**src/inc/rxfsc_pkg.sv**
```systemverilog
// Constants, register map and carrier types of the receive framer status/control bank
package rxfsc_pkg;

	localparam logic [8:0] OFS_INTERLEAVE = 9'h088;
	localparam logic [8:0] OFS_SPARE_LEN  = 9'h089;
	localparam logic [8:0] OFS_BERT_CTRL  = 9'h08A;
	localparam logic [8:0] OFS_SUPPRESS   = 9'h08B;
	localparam logic [8:0] OFS_ALARM_LS   = 9'h090;
	localparam logic [8:0] OFS_EVENT_LS   = 9'h091;
	localparam logic [8:0] OFS_CODE_LS    = 9'h092;

	localparam logic [7:0] REG_RESET      = 8'h00;
	localparam logic [7:0] MASK_INTERLEAVE = 8'h18;
	localparam logic [7:0] MASK_SPARE_LEN = 8'h07;
	localparam logic [7:0] MASK_BERT_CTRL = 8'h07;
	localparam logic [7:0] MASK_CODE_LS   = 8'hCC;
	localparam logic [7:0] MASK_E1_IRQ    = 8'h0F;

	localparam int IBO_SEL_BIT   = 4;
	localparam int IBO_EN_BIT    = 3;
	localparam int BERT_DIR_BIT  = 2;
	localparam int BERT_FUS_BIT  = 1;
	localparam int BERT_EN_BIT   = 0;

	// Condition order in the alarm vector: remote alarm, AIS, signal loss, frame loss
	localparam int COND_LOS      = 1;
	localparam int ALARM_CLR_LSB = 4;

	localparam int T1_ALIGNMENT_CHANGE_EVENT_BIT   = 5;
	localparam int T1_Z8_BIT     = 4;
	localparam int T1_Z16_BIT    = 3;
	localparam int T1_SEF_BIT    = 2;
	localparam int T1_B8ZS_BIT   = 1;
	localparam int T1_FBE_BIT    = 0;

	localparam int E1_CRC_BIT    = 6;
	localparam int E1_CAS_BIT    = 5;
	localparam int E1_FAS_BIT    = 4;
	localparam int E1_SA1_BIT    = 3;
	localparam int E1_SA0_BIT    = 2;
	localparam int E1_CMF_BIT    = 1;
	localparam int E1_AF_BIT     = 0;

	localparam int CODE_LORC_CLR = 7;
	localparam int CODE_SPARE_CLR = 6;
	localparam int CODE_LORC_DET = 3;
	localparam int CODE_SPARE_DET = 2;

	localparam logic [2:0] SPARE_LEN_DUAL = 3'h7;
	localparam logic [4:0] SPARE_LEN_LONG = 5'h08;

	localparam int LOS_ZERO_RUN   = 192;
	localparam int ZERO_RUN_SHORT = 8;
	localparam int ZERO_RUN_LONG  = 16;
	localparam int SEF_WINDOW     = 6;
	localparam int SEF_ERRORS     = 2;
	localparam int CRC_WINDOW     = 1000;
	localparam int CRC_ERRORS     = 915;
	localparam int CAS_ERR_RUN    = 2;
	localparam int FAS_ERR_RUN    = 3;
	localparam int TS16_FRAMES    = 16;
	localparam int SA1_ZERO_LIMIT = 3;
	localparam int AIS_ONES_RUN   = 1024;

	localparam int CLK_PERIOD_PS    = 5000;
	localparam int AF_PERIOD_NS     = 250000;
	localparam int AF_PERIOD_CYCLES = AF_PERIOD_NS * 1000 / CLK_PERIOD_PS;
	localparam int CMF_PERIOD_NS    = 2000000;
	localparam int CMF_PER_AF       = CMF_PERIOD_NS / AF_PERIOD_NS;

	typedef struct packed {
		logic bit_valid;
		logic bit_value;
	} rxfsc_line_t;

	typedef struct packed {
		logic remote_alarm;
		logic frame_loss;
		logic rx_clock_loss;
		logic spare_code_match;
	} rxfsc_cond_t;

	typedef struct packed {
		logic realign_moved;
		logic fbit_valid;
		logic fbit_error;
		logic b8zs_word;
	} rxfsc_t1_ev_t;

	typedef struct packed {
		logic       crc_word_valid;
		logic       crc_word_error;
		logic       cas_word_valid;
		logic       cas_word_error;
		logic       fas_word_valid;
		logic       fas_word_error;
		logic       ts16_valid;
		logic [7:0] ts16_data;
		logic       mf_start;
		logic       crc4_enabled;
		logic       crc_mf_boundary;
	} rxfsc_e1_ev_t;

	typedef struct packed {
		logic       bit_valid;
		logic       rx_data;
		logic       tx_data;
		logic       fbit_pos;
		logic [2:0] chan_bit;
	} rxfsc_bert_in_t;

endpackage

```
**src/rtl/rxfsc_sticky.sv**
```systemverilog
// Sticky status bits with host write-one-to-clear
`timescale 1ns/10ps
module rxfsc_sticky #(
	parameter int W = 8
) (
	input  wire logic         i_clock,
	input  wire logic         i_rst,
	input  wire logic [W-1:0] i_set,
	input  wire logic [W-1:0] i_clear,
	output logic      [W-1:0] o_status
);

	logic [W-1:0] status_reg;

	if (W < 1) begin : g_bad_width
		$error("rxfsc_sticky needs W of at least 1");
	end

	// A set in the clearing cycle wins so no event is lost
	always_ff @(posedge i_clock or posedge i_rst) begin
		if (i_rst) begin
			status_reg <= '0;
		end else begin
			status_reg <= (status_reg & ~i_clear) | i_set;
		end
	end

	assign o_status = status_reg;

endmodule // rxfsc_sticky

```
**src/rtl/rxfsc_top.sv**
```systemverilog
// Receive framer control registers, condition detectors and latched status bank
`timescale 1ns/10ps
module rxfsc_top #(
	parameter int AIS_RUN   = rxfsc_pkg::AIS_ONES_RUN,
	parameter int AF_CYCLES = rxfsc_pkg::AF_PERIOD_CYCLES
) (
	input  wire logic                     i_clock,
	input  wire logic                     i_rst,
	input  wire logic [8:0]               i_addr,
	input  wire logic [7:0]               i_wdata,
	input  wire logic                     i_wr,
	input  wire logic                     i_rd,
	output logic      [7:0]               o_rdata,
	input  wire logic                     i_t1_mode,
	input  wire rxfsc_pkg::rxfsc_line_t    i_line,
	input  wire rxfsc_pkg::rxfsc_cond_t    i_cond,
	input  wire rxfsc_pkg::rxfsc_t1_ev_t   i_t1_ev,
	input  wire rxfsc_pkg::rxfsc_e1_ev_t   i_e1_ev,
	input  wire rxfsc_pkg::rxfsc_bert_in_t i_bert,
	output logic                          o_bert_valid,
	output logic                          o_bert_data,
	output logic                          o_ibo_enable,
	output logic                          o_ibo_frame_mode,
	output logic      [4:0]               o_spare_len_bits,
	output logic                          o_spare_len_dual,
	output logic                          o_signal_loss,
	output logic                          o_ais,
	output logic                          o_alarm_irq_req,
	output logic                          o_event_irq_req,
	output logic                          o_code_irq_req
);

	if (AIS_RUN < 2 || AIS_RUN > 65535) begin : g_bad_ais
		$error("AIS_RUN must lie in 2..65535");
	end
	if (AF_CYCLES < 2 || AF_CYCLES > 65535) begin : g_bad_af
		$error("AF_CYCLES must lie in 2..65535");
	end

	// ---------------- Register port ----------------
	logic [7:0] interleave_reg;
	logic [7:0] spare_len_reg;
	logic [7:0] bert_ctrl_reg;
	logic [7:0] suppress_reg;
	logic [7:0] rdata_reg;
	logic [7:0] alarm_status;
	logic [7:0] event_status;
	logic [7:0] code_status;
	logic [7:0] alarm_clear;
	logic [7:0] event_clear;
	logic [7:0] code_clear;

	always_ff @(posedge i_clock or posedge i_rst) begin
		if (i_rst) begin
			interleave_reg <= rxfsc_pkg::REG_RESET;
			spare_len_reg  <= rxfsc_pkg::REG_RESET;
			bert_ctrl_reg  <= rxfsc_pkg::REG_RESET;
			suppress_reg   <= rxfsc_pkg::REG_RESET;
		end else if (i_wr) begin
			case (i_addr)
				rxfsc_pkg::OFS_INTERLEAVE: interleave_reg <= i_wdata & rxfsc_pkg::MASK_INTERLEAVE;
				rxfsc_pkg::OFS_SPARE_LEN:  spare_len_reg  <= i_wdata & rxfsc_pkg::MASK_SPARE_LEN;
				rxfsc_pkg::OFS_BERT_CTRL:  bert_ctrl_reg  <= i_wdata & rxfsc_pkg::MASK_BERT_CTRL;
				rxfsc_pkg::OFS_SUPPRESS:   suppress_reg   <= i_wdata;
				default: begin
				end
			endcase
		end
	end

	// Latched registers clear by writing ones
	assign alarm_clear = (i_wr && i_addr == rxfsc_pkg::OFS_ALARM_LS) ? i_wdata : 8'h00;
	assign event_clear = (i_wr && i_addr == rxfsc_pkg::OFS_EVENT_LS) ? i_wdata : 8'h00;
	assign code_clear  = (i_wr && i_addr == rxfsc_pkg::OFS_CODE_LS) ? i_wdata : 8'h00;

	// Read data stands only in the cycle after the strobe; unmapped reads zero
	always_ff @(posedge i_clock or posedge i_rst) begin
		if (i_rst) begin
			rdata_reg <= 8'h00;
		end else if (i_rd) begin
			case (i_addr)
				rxfsc_pkg::OFS_INTERLEAVE: rdata_reg <= interleave_reg;
				rxfsc_pkg::OFS_SPARE_LEN:  rdata_reg <= spare_len_reg;
				rxfsc_pkg::OFS_BERT_CTRL:  rdata_reg <= bert_ctrl_reg;
				rxfsc_pkg::OFS_SUPPRESS:   rdata_reg <= suppress_reg;
				rxfsc_pkg::OFS_ALARM_LS:   rdata_reg <= alarm_status;
				rxfsc_pkg::OFS_EVENT_LS:   rdata_reg <= event_status;
				rxfsc_pkg::OFS_CODE_LS:    rdata_reg <= code_status & rxfsc_pkg::MASK_CODE_LS;
				default:                   rdata_reg <= 8'h00;
			endcase
		end else begin
			rdata_reg <= 8'h00;
		end
	end

	assign o_rdata = rdata_reg;

	// ---------------- Control outputs ----------------
	always_ff @(posedge i_clock or posedge i_rst) begin
		if (i_rst) begin
			o_ibo_enable     <= 1'b0;
			o_ibo_frame_mode <= 1'b0;
			o_spare_len_bits <= 5'h01;
			o_spare_len_dual <= 1'b0;
		end else begin
			o_ibo_frame_mode <= interleave_reg[rxfsc_pkg::IBO_SEL_BIT];
			o_ibo_enable     <= interleave_reg[rxfsc_pkg::IBO_EN_BIT];
			if (spare_len_reg[2:0] == rxfsc_pkg::SPARE_LEN_DUAL) begin
				o_spare_len_bits <= rxfsc_pkg::SPARE_LEN_LONG;
				o_spare_len_dual <= i_t1_mode;
			end else begin
				o_spare_len_bits <= {2'h0, spare_len_reg[2:0]} + 5'h01;
				o_spare_len_dual <= 1'b0;
			end
		end
	end

	// ---------------- BERT port ----------------
	logic bert_take;

	// The framing bit has no channel bit, so suppress does not apply to it
	always_comb begin
		bert_take = i_bert.bit_valid && bert_ctrl_reg[rxfsc_pkg::BERT_EN_BIT];
		if (i_bert.fbit_pos) begin
			if (i_t1_mode && !bert_ctrl_reg[rxfsc_pkg::BERT_FUS_BIT]) begin
				bert_take = 1'b0;
			end
		end else if (suppress_reg[i_bert.chan_bit]) begin
			bert_take = 1'b0;
		end
	end

	always_ff @(posedge i_clock or posedge i_rst) begin
		if (i_rst) begin
			o_bert_valid <= 1'b0;
			o_bert_data  <= 1'b0;
		end else begin
			o_bert_valid <= bert_take;
			if (bert_take) begin
				o_bert_data <= bert_ctrl_reg[rxfsc_pkg::BERT_DIR_BIT] ?
					i_bert.tx_data : i_bert.rx_data;
			end
		end
	end

	// ---------------- Line run detectors ----------------
	logic [7:0]  zero_run_reg;
	logic [15:0] ones_run_reg;
	logic        line_zero;
	logic        line_one;

	assign line_zero = i_line.bit_valid && !i_line.bit_value;
	assign line_one  = i_line.bit_valid && i_line.bit_value;

	// Counters saturate so a long run keeps its condition without wrapping
	always_ff @(posedge i_clock or posedge i_rst) begin
		if (i_rst) begin
			zero_run_reg <= 8'h00;
		end else if (line_one) begin
			zero_run_reg <= 8'h00;
		end else if (line_zero && zero_run_reg < 8'(rxfsc_pkg::LOS_ZERO_RUN)) begin
			zero_run_reg <= zero_run_reg + 8'h01;
		end
	end

	always_ff @(posedge i_clock or posedge i_rst) begin
		if (i_rst) begin
			ones_run_reg <= 16'h0000;
		end else if (line_zero) begin
			ones_run_reg <= 16'h0000;
		end else if (line_one && ones_run_reg < 16'(AIS_RUN)) begin
			ones_run_reg <= ones_run_reg + 16'h0001;
		end
	end

	assign o_signal_loss = (zero_run_reg == 8'(rxfsc_pkg::LOS_ZERO_RUN));
	assign o_ais         = (ones_run_reg == 16'(AIS_RUN));

	// ---------------- Alarm latched status ----------------
	logic [3:0] cond_now;
	logic [3:0] cond_prev_reg;
	logic [7:0] alarm_set;

	assign cond_now = {i_cond.remote_alarm, o_ais, o_signal_loss, i_cond.frame_loss};

	always_ff @(posedge i_clock or posedge i_rst) begin
		if (i_rst) begin
			cond_prev_reg <= 4'h0;
		end else begin
			cond_prev_reg <= cond_now;
		end
	end

	assign alarm_set = {cond_prev_reg & ~cond_now, cond_now & ~cond_prev_reg};

	rxfsc_sticky #(.W(8)) u_alarm_ls (
		.i_clock  (i_clock),
		.i_rst    (i_rst),
		.i_set    (alarm_set),
		.i_clear  (alarm_clear),
		.o_status (alarm_status)
	);

	// ---------------- T1 event sources ----------------
	logic [5:0] sef_hist_reg;
	logic [5:0] sef_hist_next;
	logic [7:0] t1_set;

	assign sef_hist_next = {sef_hist_reg[4:0], i_t1_ev.fbit_error};

	always_ff @(posedge i_clock or posedge i_rst) begin
		if (i_rst) begin
			sef_hist_reg <= 6'h00;
		end else if (i_t1_ev.fbit_valid) begin
			sef_hist_reg <= sef_hist_next;
		end
	end

	always_comb begin
		t1_set = 8'h00;
		t1_set[rxfsc_pkg::T1_ALIGNMENT_CHANGE_EVENT_BIT] = i_t1_ev.realign_moved;
		t1_set[rxfsc_pkg::T1_Z8_BIT]   = line_zero &&
			zero_run_reg == 8'(rxfsc_pkg::ZERO_RUN_SHORT - 1);
		t1_set[rxfsc_pkg::T1_Z16_BIT]  = line_zero &&
			zero_run_reg == 8'(rxfsc_pkg::ZERO_RUN_LONG - 1);
		t1_set[rxfsc_pkg::T1_SEF_BIT]  = i_t1_ev.fbit_valid &&
			$countones(sef_hist_next) >= rxfsc_pkg::SEF_ERRORS;
		t1_set[rxfsc_pkg::T1_B8ZS_BIT] = i_t1_ev.b8zs_word;
		t1_set[rxfsc_pkg::T1_FBE_BIT]  = i_t1_ev.fbit_valid && i_t1_ev.fbit_error;
	end

	// ---------------- E1 event sources ----------------
	logic [9:0] crc_words_reg;
	logic [9:0] crc_errs_reg;
	logic [9:0] crc_errs_next;
	logic       crc_window_end;
	logic [1:0] cas_run_reg;
	logic [1:0] fas_run_reg;
	logic [3:0] ts16_frame_reg;
	logic [3:0] ts16_index;
	logic [7:0] ts16_zeros_reg;
	logic [7:0] ts16_zeros_next;
	logic       ts16_window_end;
	logic [15:0] af_cnt_reg;
	logic [2:0] cmf_div_reg;
	logic       af_tick;
	logic [7:0] e1_set;

	assign crc_errs_next  = crc_errs_reg + {9'h000, i_e1_ev.crc_word_error};
	assign crc_window_end = i_e1_ev.crc_word_valid &&
		crc_words_reg == 10'(rxfsc_pkg::CRC_WINDOW - 1);

	// Judged over back-to-back blocks of 1000 words
	always_ff @(posedge i_clock or posedge i_rst) begin
		if (i_rst) begin
			crc_words_reg <= 10'h000;
			crc_errs_reg  <= 10'h000;
		end else if (crc_window_end) begin
			crc_words_reg <= 10'h000;
			crc_errs_reg  <= 10'h000;
		end else if (i_e1_ev.crc_word_valid) begin
			crc_words_reg <= crc_words_reg + 10'h001;
			crc_errs_reg  <= crc_errs_next;
		end
	end

	// Run counters restart after firing, so a long bad stretch fires repeatedly
	always_ff @(posedge i_clock or posedge i_rst) begin
		if (i_rst) begin
			cas_run_reg <= 2'h0;
		end else if (i_e1_ev.cas_word_valid) begin
			if (!i_e1_ev.cas_word_error || cas_run_reg == 2'(rxfsc_pkg::CAS_ERR_RUN - 1)) begin
				cas_run_reg <= 2'h0;
			end else begin
				cas_run_reg <= cas_run_reg + 2'h1;
			end
		end
	end

	always_ff @(posedge i_clock or posedge i_rst) begin
		if (i_rst) begin
			fas_run_reg <= 2'h0;
		end else if (i_e1_ev.fas_word_valid) begin
			if (!i_e1_ev.fas_word_error || fas_run_reg == 2'(rxfsc_pkg::FAS_ERR_RUN - 1)) begin
				fas_run_reg <= 2'h0;
			end else begin
				fas_run_reg <= fas_run_reg + 2'h1;
			end
		end
	end

	// Slot 16 windows are aligned to the multiframe start
	assign ts16_index      = i_e1_ev.mf_start ? 4'h0 : ts16_frame_reg;
	assign ts16_zeros_next = ((ts16_index == 4'h0) ? 8'h00 : ts16_zeros_reg) +
		(8'h08 - 8'($countones(i_e1_ev.ts16_data)));
	assign ts16_window_end = i_e1_ev.ts16_valid &&
		ts16_index == 4'(rxfsc_pkg::TS16_FRAMES - 1);

	always_ff @(posedge i_clock or posedge i_rst) begin
		if (i_rst) begin
			ts16_frame_reg <= 4'h0;
			ts16_zeros_reg <= 8'h00;
		end else if (i_e1_ev.ts16_valid) begin
			ts16_frame_reg <= ts16_index + 4'h1;
			ts16_zeros_reg <= ts16_zeros_next;
		end
	end

	// Free-running align-frame timer; eight ticks make the 2 ms fallback
	assign af_tick = (af_cnt_reg == 16'(AF_CYCLES - 1));

	always_ff @(posedge i_clock or posedge i_rst) begin
		if (i_rst) begin
			af_cnt_reg  <= 16'h0000;
			cmf_div_reg <= 3'h0;
		end else if (af_tick) begin
			af_cnt_reg  <= 16'h0000;
			cmf_div_reg <= cmf_div_reg + 3'h1;
		end else begin
			af_cnt_reg  <= af_cnt_reg + 16'h0001;
		end
	end

	always_comb begin
		e1_set = 8'h00;
		e1_set[rxfsc_pkg::E1_CRC_BIT] = crc_window_end &&
			crc_errs_next >= 10'(rxfsc_pkg::CRC_ERRORS);
		e1_set[rxfsc_pkg::E1_CAS_BIT] = i_e1_ev.cas_word_valid && i_e1_ev.cas_word_error &&
			cas_run_reg == 2'(rxfsc_pkg::CAS_ERR_RUN - 1);
		e1_set[rxfsc_pkg::E1_FAS_BIT] = i_e1_ev.fas_word_valid && i_e1_ev.fas_word_error &&
			fas_run_reg == 2'(rxfsc_pkg::FAS_ERR_RUN - 1);
		e1_set[rxfsc_pkg::E1_SA1_BIT] = ts16_window_end &&
			ts16_zeros_next < 8'(rxfsc_pkg::SA1_ZERO_LIMIT);
		e1_set[rxfsc_pkg::E1_SA0_BIT] = ts16_window_end &&
			ts16_zeros_next == 8'(8 * rxfsc_pkg::TS16_FRAMES);
		e1_set[rxfsc_pkg::E1_CMF_BIT] = i_e1_ev.crc4_enabled ? i_e1_ev.crc_mf_boundary :
			(af_tick && cmf_div_reg == 3'(rxfsc_pkg::CMF_PER_AF - 1));
		e1_set[rxfsc_pkg::E1_AF_BIT]  = af_tick;
	end

	// One register serves both modes; the mode picks which sources feed it
	rxfsc_sticky #(.W(8)) u_event_ls (
		.i_clock  (i_clock),
		.i_rst    (i_rst),
		.i_set    (i_t1_mode ? t1_set : e1_set),
		.i_clear  (event_clear),
		.o_status (event_status)
	);

	// ---------------- Code latched status ----------------
	logic [1:0] code_prev_reg;
	logic [1:0] code_now;
	logic [7:0] code_set;

	assign code_now = {i_cond.rx_clock_loss, i_cond.spare_code_match};

	always_ff @(posedge i_clock or posedge i_rst) begin
		if (i_rst) begin
			code_prev_reg <= 2'h0;
		end else begin
			code_prev_reg <= code_now;
		end
	end

	always_comb begin
		code_set = 8'h00;
		code_set[rxfsc_pkg::CODE_LORC_CLR]  = code_prev_reg[1] && !code_now[1];
		code_set[rxfsc_pkg::CODE_LORC_DET]  = !code_prev_reg[1] && code_now[1];
		code_set[rxfsc_pkg::CODE_SPARE_CLR] = i_t1_mode && code_prev_reg[0] && !code_now[0];
		code_set[rxfsc_pkg::CODE_SPARE_DET] = i_t1_mode && !code_prev_reg[0] && code_now[0];
	end

	rxfsc_sticky #(.W(8)) u_code_ls (
		.i_clock  (i_clock),
		.i_rst    (i_rst),
		.i_set    (code_set),
		.i_clear  (code_clear),
		.o_status (code_status)
	);

	// ---------------- Interrupt requests ----------------
	assign o_alarm_irq_req = |alarm_status;
	assign o_event_irq_req = !i_t1_mode && |(event_status & rxfsc_pkg::MASK_E1_IRQ);
	assign o_code_irq_req  = |(code_status & rxfsc_pkg::MASK_CODE_LS);
endmodule // rxfsc_top

```
**config.mk**
```make
export PLATFORM = sky130hd
export DESIGN_NAME = rxfsc_top
export DESIGN_NICKNAME = d
export VERILOG_FILES = /design/src/inc/rxfsc_pkg.sv /design/src/rtl/rxfsc_sticky.sv /design/src/rtl/rxfsc_top.sv
export SDC_FILE = /design/constraint.sdc
export NUM_CORES = 1
export LEC_CHECK = 0
export ABC_AREA = 1
export BUFFER_PORTS_ARGS = -buffer_cell sky130_fd_sc_hd__clkbuf_2
export CAP_MARGIN = 30
export CORE_MARGIN = 2
export CORE_UTILIZATION = 40
export DETAILED_ROUTE_END_ITERATION = 8
export SLEW_MARGIN = 20
export SYNTH_ARGS = -nofsm -noshare
export SYNTH_HDL_FRONTEND = slang
export SYNTH_SLANG_ARGS = --single-unit
```
**constraint.sdc**
```tcl
create_clock -name i_clock -period 5.55 [get_ports i_clock]
set_clock_uncertainty 0.15 [all_clocks]
set_input_delay 0.555 -clock i_clock [delete_from_list [all_inputs] [get_ports i_clock]]
set_output_delay 0.555 -clock i_clock [all_outputs]
set_load 0.02 [all_outputs]
```
# After elaboration in Yosys (flattened, before gate mapping)
# Cells that the tools add are included.
[classes]
n_bitwise = 13
n_reduce_logical = 52
add_sub_neg = 24
order_cmp = 6
eq_ne = 19
mux = 28
[ops]
columns = ["operator", "n"]
rows = [
  ["$eq 9x8->1 const B", 7],
  ["$mux 8", 7],
  ["$pmux 8 s7", 1],
  ["$mux 16", 3],
  ["$mux 10", 4],
  ["$add 16x1->16 const B", 2],
  ["$logic_and 1x1->1", 30],
  ["$and 8x8->8", 3],
  ["$not 8->8", 3],
  ["$eq 16x11->1 const B", 1],
  ["$eq 16x16->1 const B", 1],
  ["$eq 8x8->1 const B", 2],
  ["$lt 16x11->1 const B", 1],
  ["$or 8x8->8", 2],
  ["$add 1x1->2", 7],
  ["$add 10x1->10", 1],
  ["$add 10x1->10 const B", 1],
  ["$eq 10x10->1 const B", 1],
  ["$ge 10x10->1 const B", 1],
  ["$add 2x2->3", 3],
  ["$logic_not 1->1", 9],
  ["$add 8x1->8 const B", 1],
  ["$add 8x8->8", 1],
  ["$and 4x4->4", 2],
  ["30 further kinds", 48],
]
[totals]
reg_bits = 148
out_inout_bits = 23
wordCells = 169

# Depth between registers and ports, before layout
# Gate-level depths: netlist (run 1).
[depth]
word_depth = 9
mapped_depth = 21
ltp_nobuf = 21

# Modules after synthesis
# A second synthesis (run 1) with hierarchy kept.
[unflattened]
hier_cells = 992
hier_area_um2 = 7906.3
[modules_own_cells]
columns = ["mod", "instances", "cells_each", "area_each_um2"]
rows = [
  ["rxfsc_top", 1, 869, 6934.2],
  ["rxfsc_sticky", 3, 41, 324.1],
]

# Worst setup path before layout (run 1)
# No wires, ideal clock.
[synth_timing]
path_type = "input to register"
start = "in i_e1_ev[4] (netlist name)"
end = "reg u_event_ls.status_reg[2] (netlist: u_event_ls.o_status[2])"
setup_ns = 0.065
required_time_ns = 5.335
t_arrival_ns = 3.602
setup_slack_ns = 1.732
path_stages = 20
path_cell_list = "inv_1 fa_1 ha_1 inv_1 fa_1 inv_1 ha_1 inv_1 fa_1 inv_1 ha_1 a21oi_1 nand2_1 nand2_1 nand2_1 nand3_1 nand3_1 nor2_1 nand3_1 nand2_1"
[synth_between]
elab_chain_len = 9
[synth_lines]
columns = ["element", "line_no", "text"]
rows = [
  ["start, declared", "rxfsc_top.sv:18", "input wire rxfsc_pkg::rxfsc_e1_ev_t i_e1_ev,"],
  ["$add 1x1->2 (implied by the code)", "rxfsc_top.sv:295", "(8'h08 - 8'($countones(i_e1_ev.ts16_data)));"],
  ["$add 2x2->3 (implied by the code)", "rxfsc_top.sv:295", ""],
  ["$add 3x3->4 (implied by the code)", "rxfsc_top.sv:295", ""],
  ["$sub 4x4->5", "rxfsc_top.sv:295", ""],
  ["$add 8x8->8", "rxfsc_top.sv:294", "assign ts16_zeros_next = ((ts16_index == 4'h0) ? 8'h00 : ts16_zeros_reg) +"],
  ["$eq 8x8->1", "rxfsc_top.sv:335", "ts16_zeros_next == 8'(8 * rxfsc_pkg::TS16_FRAMES);"],
  ["$logic_and 1x1->1", "rxfsc_top.sv:334", "e1_set[rxfsc_pkg::E1_SA0_BIT] = ts16_window_end &&"],
  ["$mux 7", "rxfsc_top.sv:345", ".i_set (i_t1_mode ? t1_set : e1_set),"],
  ["$or 8x7->8", "rxfsc_sticky.sv:24", "status_reg <= (status_reg & ~i_clear) | i_set;"],
  ["end signal, assigned", "rxfsc_sticky.sv:24", ""],
  ["end, declared", "rxfsc_sticky.sv:13", "logic [W-1:0] status_reg;"],
]
# Every way passes these cells.
# A chain may end at the register's enable or synchronous reset.

# Worst setup path in the final report (run 1)
# Ends and elaborated chain as after synthesis.

==> results of run 1 <==
==> cell type report <==
class                   instances  area [sq um]  share of cell area
repair buffers                 79         397.9             0.04509
well taps                     234         292.8             0.03318
multi-input cells             593          3302              0.3742
inverters                     159         608.1             0.06892
flip-flops and latches        143          3580              0.4057
clock inverters                14         214.0             0.02425
clock buffers                  18         429.2             0.04864
==> placed cells by master, fill, tap and decap left out, types with 3 or more instances in the layout <==
| cell | netlist | routed |
|---|---|---|
| a21oi_1 | 18 | 18 |
| a31oi_1 | 8 | 8 |
| bufinv_16 | 0 | 5 |
| clkbuf_16 | 0 | 17 |
| clkbuf_2 | 0 | 78 |
| clkinv_2 | 1 | 4 |
| clkinvlp_4 | 0 | 3 |
| dfrtp_1 | 142 | 142 |
| fa_1 | 8 | 8 |
| ha_1 | 28 | 28 |
| inv_1 | 150 | 149 |
| inv_2 | 6 | 6 |
| inv_6 | 0 | 3 |
| nand2_1 | 202 | 202 |
| nand2_2 | 7 | 7 |
| nand3_1 | 41 | 41 |
| nand3_2 | 6 | 6 |
| nand3b_1 | 3 | 3 |
| nand4_1 | 23 | 23 |
| nor2_1 | 68 | 68 |
| nor2_2 | 5 | 5 |
| nor2_4 | 3 | 3 |
| nor3_1 | 26 | 26 |
| o211ai_1 | 5 | 5 |
| o21ai_0 | 74 | 74 |
| o21ai_1 | 5 | 5 |
| o22ai_1 | 11 | 11 |
| xnor2_1 | 4 | 4 |
| xor2_1 | 12 | 12 |
==> stage by stage <==
stage	setup WS (ps)	total power, uW	util
2_1_floorplan	1009	1548	-
3_3_place_gp	1449	1669	0.4403
3_5_place_dp	1391	1678	0.4403
4_1_cts	1821	2934	0.4749
5_1_grt	1534	3063	0.4749
6_report	1786	2899	0.4749
==> power by group <==
group	switching, uW	total, uW	leakage (uW)	internal (uW)
sequential	75.4	1210	0.00182	1140
clock	444	1240	0.000307	798
combinational	275	445	0.00239	170
==> metal layers <==
layer / vias up / routed length [microns]
met5: - / 0
met4: 0 / 140
met3: 10 / 730
met2: 108 / 7607
met1: 2821 / 8218
li1: 3108 / -
==> kinds of logic after synthesis <==
group / share of synthesized area
buf+inv: 0.08547
mux: 0.005653
simple gates: 0.2436
compound gates: 0.1026
xor+xnor: 0.01862
flops: 0.4757
other cells: 0.0004984
fa+ha+maj: 0.06784
==> final timing paths <==
check	endpoint	slack [ps]	cells past startpoint
worst max-delay path	u_event_ls.o_status[2]	1790	21
worst min-delay path	cond_prev_reg[0]	100	1
worst max register to register	u_event_ls.o_status[2]	2500	20
worst min register to register	o_ibo_enable	260	0
max in group asynchronous	ts16_zeros_reg[7]	3940	3
min in group asynchronous	ones_run_reg[2]	140	2
==> worst reg2reg max path, delay by kind of cell, from the launching register on <==
family                     cells  cell delay, ps
and+or+nand+nor               13            1420
adders and majority gates      3             800
DFF                            1             350
buffers and inverters          4             270
==> results.yml, run 1 <==
yosys:
  synth_common_cells: "202 x nand2_1, 150 x inv_1, 142 x dfrtp_1, 74 x o21ai_0, 68 x nor2_1"
  syn_avg_cell_area_sq_um: 8.324
  synthCells: 904
  synth.distinct_cells: 57
  synth_area_leaders: "dfrtp_1 47%, nand2_1 10%, inv_1 7.5%"
  yosysWarnings: 0
  yosysTopAreaCell: "dfrtp_1"
  synthArstFlopShare: 1.000
  synth_seq_cells: 143
  synth_top_cell_area_share: 0.4722
  syn_area_sq_um: 7525
  syn_nets: 997
  ys.flop_type: "dfrtp_1"
  ys_seq_area_frac: 0.4757
  synth_edf_count: 0
  yosysMostFrequentCell: "nand2_1"
global_routing:
  met1_usage: 0.2482
  met2_usage: 0.2805
  grt_pass1_vias: 5846
  busiest_layer: "met2"
  globalRouteTotalUtil: 0.1797
  grt_remaining_overflow: 0
  grt_max_degree: 95
  grt_pass1_wl_microns: 28460
  use_met3: 0.04755
  grt_antenna_before_repair: 0
finish:
  fillers: 1855
  final_layout_size_suffix_gt1_frac: 0.1521
  antenna_cells: 0
  final_cells: 1240
  final_area_sq_um: 8823
  syn_to_final_growth_pct: 17.26
  finalNetCount: 1086
sta:
  fin_setup_tns_ps: 0
  rsz0062_at_grt: "false"
  max_slew_margin: 0.4401
  setup_viol: 0
  min_period_ps: 3764
  finalCritPeriodShare: 0.6781
  maxSlewViolCount: 0
  fmax_mhz: 265.7
  holdWs_ps: 100.6
  worst_pin_slew_ps: 839.9
  hold_viol: 0
placed_design:
  place_area_sq_um: 8180
  placed_cells: 1208
  portBuffers: 78
  gp_congestion: 0.8071
  dp_hpwl_microns: 12470
clocking:
  clk_pin_slew_ps: 60
  cts.sinks: 143
  cts_root_buf: "clkbuf_16"
  htreeDepth: 4
  cts_buffers: 17
  ctsResizeCount: 0
  clk_latency_ps: 420
  post_cts.repair.setup_buffers: 0
  cts_buffer_depth: 2
  cts_tree: "yes"
  ctsHoldBuffers: 0
worst_setup_path:
  cp-end-kind: "flip-flop"
  worstPathArrival_ps: 3960
  critPathKind: "primary input to flip-flop"
  worst-path-buf-inv: 6
  path_max_fanout: 4
  max_stage_delay_ps: 470
  required_ps: 5750
  r2r-start: "ts16_frame_reg[0]"
  startpoint: "i_e1_ev[4]"
  start_kind: "primary input"
  cp_top_family: "adder cells"
  crit_top_cell: "inv_1"
  cp_slowest_cell: "fa_1"
  crit_chain: "clkbuf_2, inv_1, fa_1, ha_1, inv_1, fa_1, inv_1, ha_1, inv_1, fa_1, inv_1, ha_1, a21oi_1, nand2_1, nand2_1, nand2_1, nand3_1, nand3_1, nor2_1, nand3_1, nand2_1"
route:
  avgViaCountPerCell: 4.877
  wl_microns: 16700
  drt_iter0_drc: 359
  drc_errors: 0
  vias: 6047
  wl_per_cell_microns: 13.47
  first_pass_iters: 5
  antenna_left: 0
die:
  dieWidth_microns: 141.2
  die-area_sq_um: 19920
  io_pins: 80
  core_sq_um: 18580
  std_cell_rows: 50
  initial_core_util: 0.4050
  fp.dieH_microns: 141.2
flow_run:
  cap_violations: 0
power:
  cellPowerDensity_nw_per_um2: 328.5
  peakVddDrop_mv: 0.2439
  p_leak_uw: 0.004514
hold_path:
  hold_class: "primary input to flip-flop"
  hold_start: "i_cond[2]"
outcome:
  outcome: "finished clean"
No activity file was read; power rests on OpenSTA's default activity.
==> inputs of run 2 (changes only) <==
clock period = 3.93 ns   (was 5.55 ns; I/O delays follow)
==> results.yml, run 2 (synthesized netlist as in run 1, its figures left out) <==
finish:
  antenna_cells: 0
  final_util: 0.4777
  syn_to_final_growth_pct: 17.96
  fillers: 1800
  final_area_sq_um: 8876
  final_layout_size_suffix_gt1_frac: 0.1532
  final_common_cell: "nand2_1"
  finalNetCount: 1092
  most-common-layout-cells: "202 x nand2_1, 149 x inv_1, 142 x dfrtp_1"
power:
  internal_power_uw: 2939
  p_comb_frac: 0.158
  p_leak_uw: 0.004531
  clkPwrFrac: 0.421
  swShare: 0.2785
  power.switching_uw: 1134
  cellPowerDensity_nw_per_um2: 458.9
  peakVddDrop_mv: 0.3126
  p_seq_frac: 0.420
  power_uw: 4073
clocking:
  ctsResizeCount: 0
  clk_pin_slew_ps: 60
  cts_root_buf: "clkbuf_16"
  cts.sinks: 143
  post_cts.repair.setup_buffers: 0
  cts_buffers: 17
  clk_latency_ps: 420
  ctsHoldBuffers: 4
  cts_tree: "yes"
  htreeDepth: 4
  cts_buffer_depth: 2
flow_run:
  cap_violations: 0
sta:
  max_slew_margin: 0.4607
  rsz0062_at_grt: "false"
  setup_viol: 0
  fin_setup_tns_ps: 0
  fmax_mhz: 279.6
  holdWs_ps: -3.726
  worst_pin_slew_ps: 809.0
  maxSlewViolCount: 0
  finalCritPeriodShare: 0.9102
  hold_viol: 1
  min_period_ps: 3577
worst_setup_path:
  cp_slowest_cell: "fa_1"
  path_max_fanout: 4
  crit_chain: "clkbuf_2, inv_1, fa_1, ha_1, inv_1, fa_1, inv_1, ha_1, inv_1, fa_1, inv_1, ha_1, a21oi_1, nand2_1, nand2_1, nand2_1, nand3_1, nand3_1, nor2_1, nand3_1, nand2_1"
  r2r_cells: 20
  worstPathArrival_ps: 3790
  max_stage_delay_ps: 540
  critPathKind: "primary input to flip-flop"
  cp-end-kind: "flip-flop"
  crit_top_cell: "inv_1"
  start_kind: "primary input"
  required_ps: 4140
outcome:
  outcome: "finished, violations left"
  violations: "negative hold slack"
global_routing:
  grt_max_degree: 144
  grt_remaining_overflow: 0
  grt_pass1_wl_microns: 28920
  grt_pass1_vias: 5992
  globalRouteTotalUtil: 0.1817
  grt_antenna_before_repair: 0
route:
  wl_per_cell_microns: 13.52
  drt_iter0_drc: 401
  first_pass_iters: 4
  wl_microns: 16850
  avgViaCountPerCell: 4.938
  antenna_left: 0
  drc_errors: 0
  vias: 6153
placed_design:
  place_area_sq_um: 8207
  dp_hpwl_microns: 12490
  gp_congestion: 0.8543
  portBuffers: 78
die:
  dieWidth_microns: 141.2
  initial_core_util: 0.4050
  core_sq_um: 18580
  std_cell_rows: 50
  fp.dieH_microns: 141.2
  die-area_sq_um: 19920
  io_pins: 80
hold_path:
  hold_class: "primary input to async pin"
-- run 2: cell type report --
type,count,area (sq um),area share
Timing Repair Buffer,85,465.4,0.05244
Tap cell,234,292.8,0.03299
Inverter,159,606.8,0.06837
Clock inverter,13,186.4,0.02100
Clock buffer,19,442.9,0.04990
Multi-Input combinational cell,593,3302,0.3720
Sequential cell,143,3580,0.4033
-- run 2: critical path, delay by kind of cell --
| kind | cells | cell delay, ps |
|---|---|---|
| AOI/OAI and AO/OA | 1 | 180 |
| adders and majority gates | 6 | 2050 |
| buffers and inverters | 6 | 330 |
| and+or+nand+nor | 8 | 830 |
-- run 2: power groups by stage --
stage	sequential [uW]	combinational [uW]	clock, uW
after global routing	1730	767	1820
after global placement	1730	636	0
after detailed placement	1740	649	0
after CTS	1710	656	1760
after floorplan	1710	472	0
final	1710	645	1720
-- run 2: metrics by stage --
step           setup slack, ps  cells
2_1_floorplan            274.3    904
5_1_grt                  40.02   1246
3_3_place_gp             18.30   1210
6_report                 353.1   1246
4_1_cts                  375.3   1246
3_5_place_dp            -60.02   1210
-- run 2: path summary, 6_finish.rpt --
check,slack (ps),to,start
setup / recovery,350,u_event_ls.o_status[3],i_e1_ev[8]
hold / removal,-4,o_ibo_enable,i_rst
setup reg to reg,850,u_event_ls.o_status[3],ts16_frame_reg[0]
hold reg to reg,270,o_ibo_frame_mode,interleave_reg[4]
max in group asynchronous,3000,ts16_frame_reg[0],i_rst
min in group i_clock,50,fas_run_reg[0],i_e1_ev[13]
-- run 2: per-layer routing --
| metal | up-vias | track usage | share of wire |
|---|---|---|---|
| met3 | 24 | 0.03261 | 0.034 |
| met1 | 2921 | 0.2555 | 0.49 |
| li1 | 3115 | - | - |
| met5 | - | 0 | 0 |
| met4 | 0 | 0.06579 | 0.020 |
| met2 | 93 | 0.2823 | 0.46 |
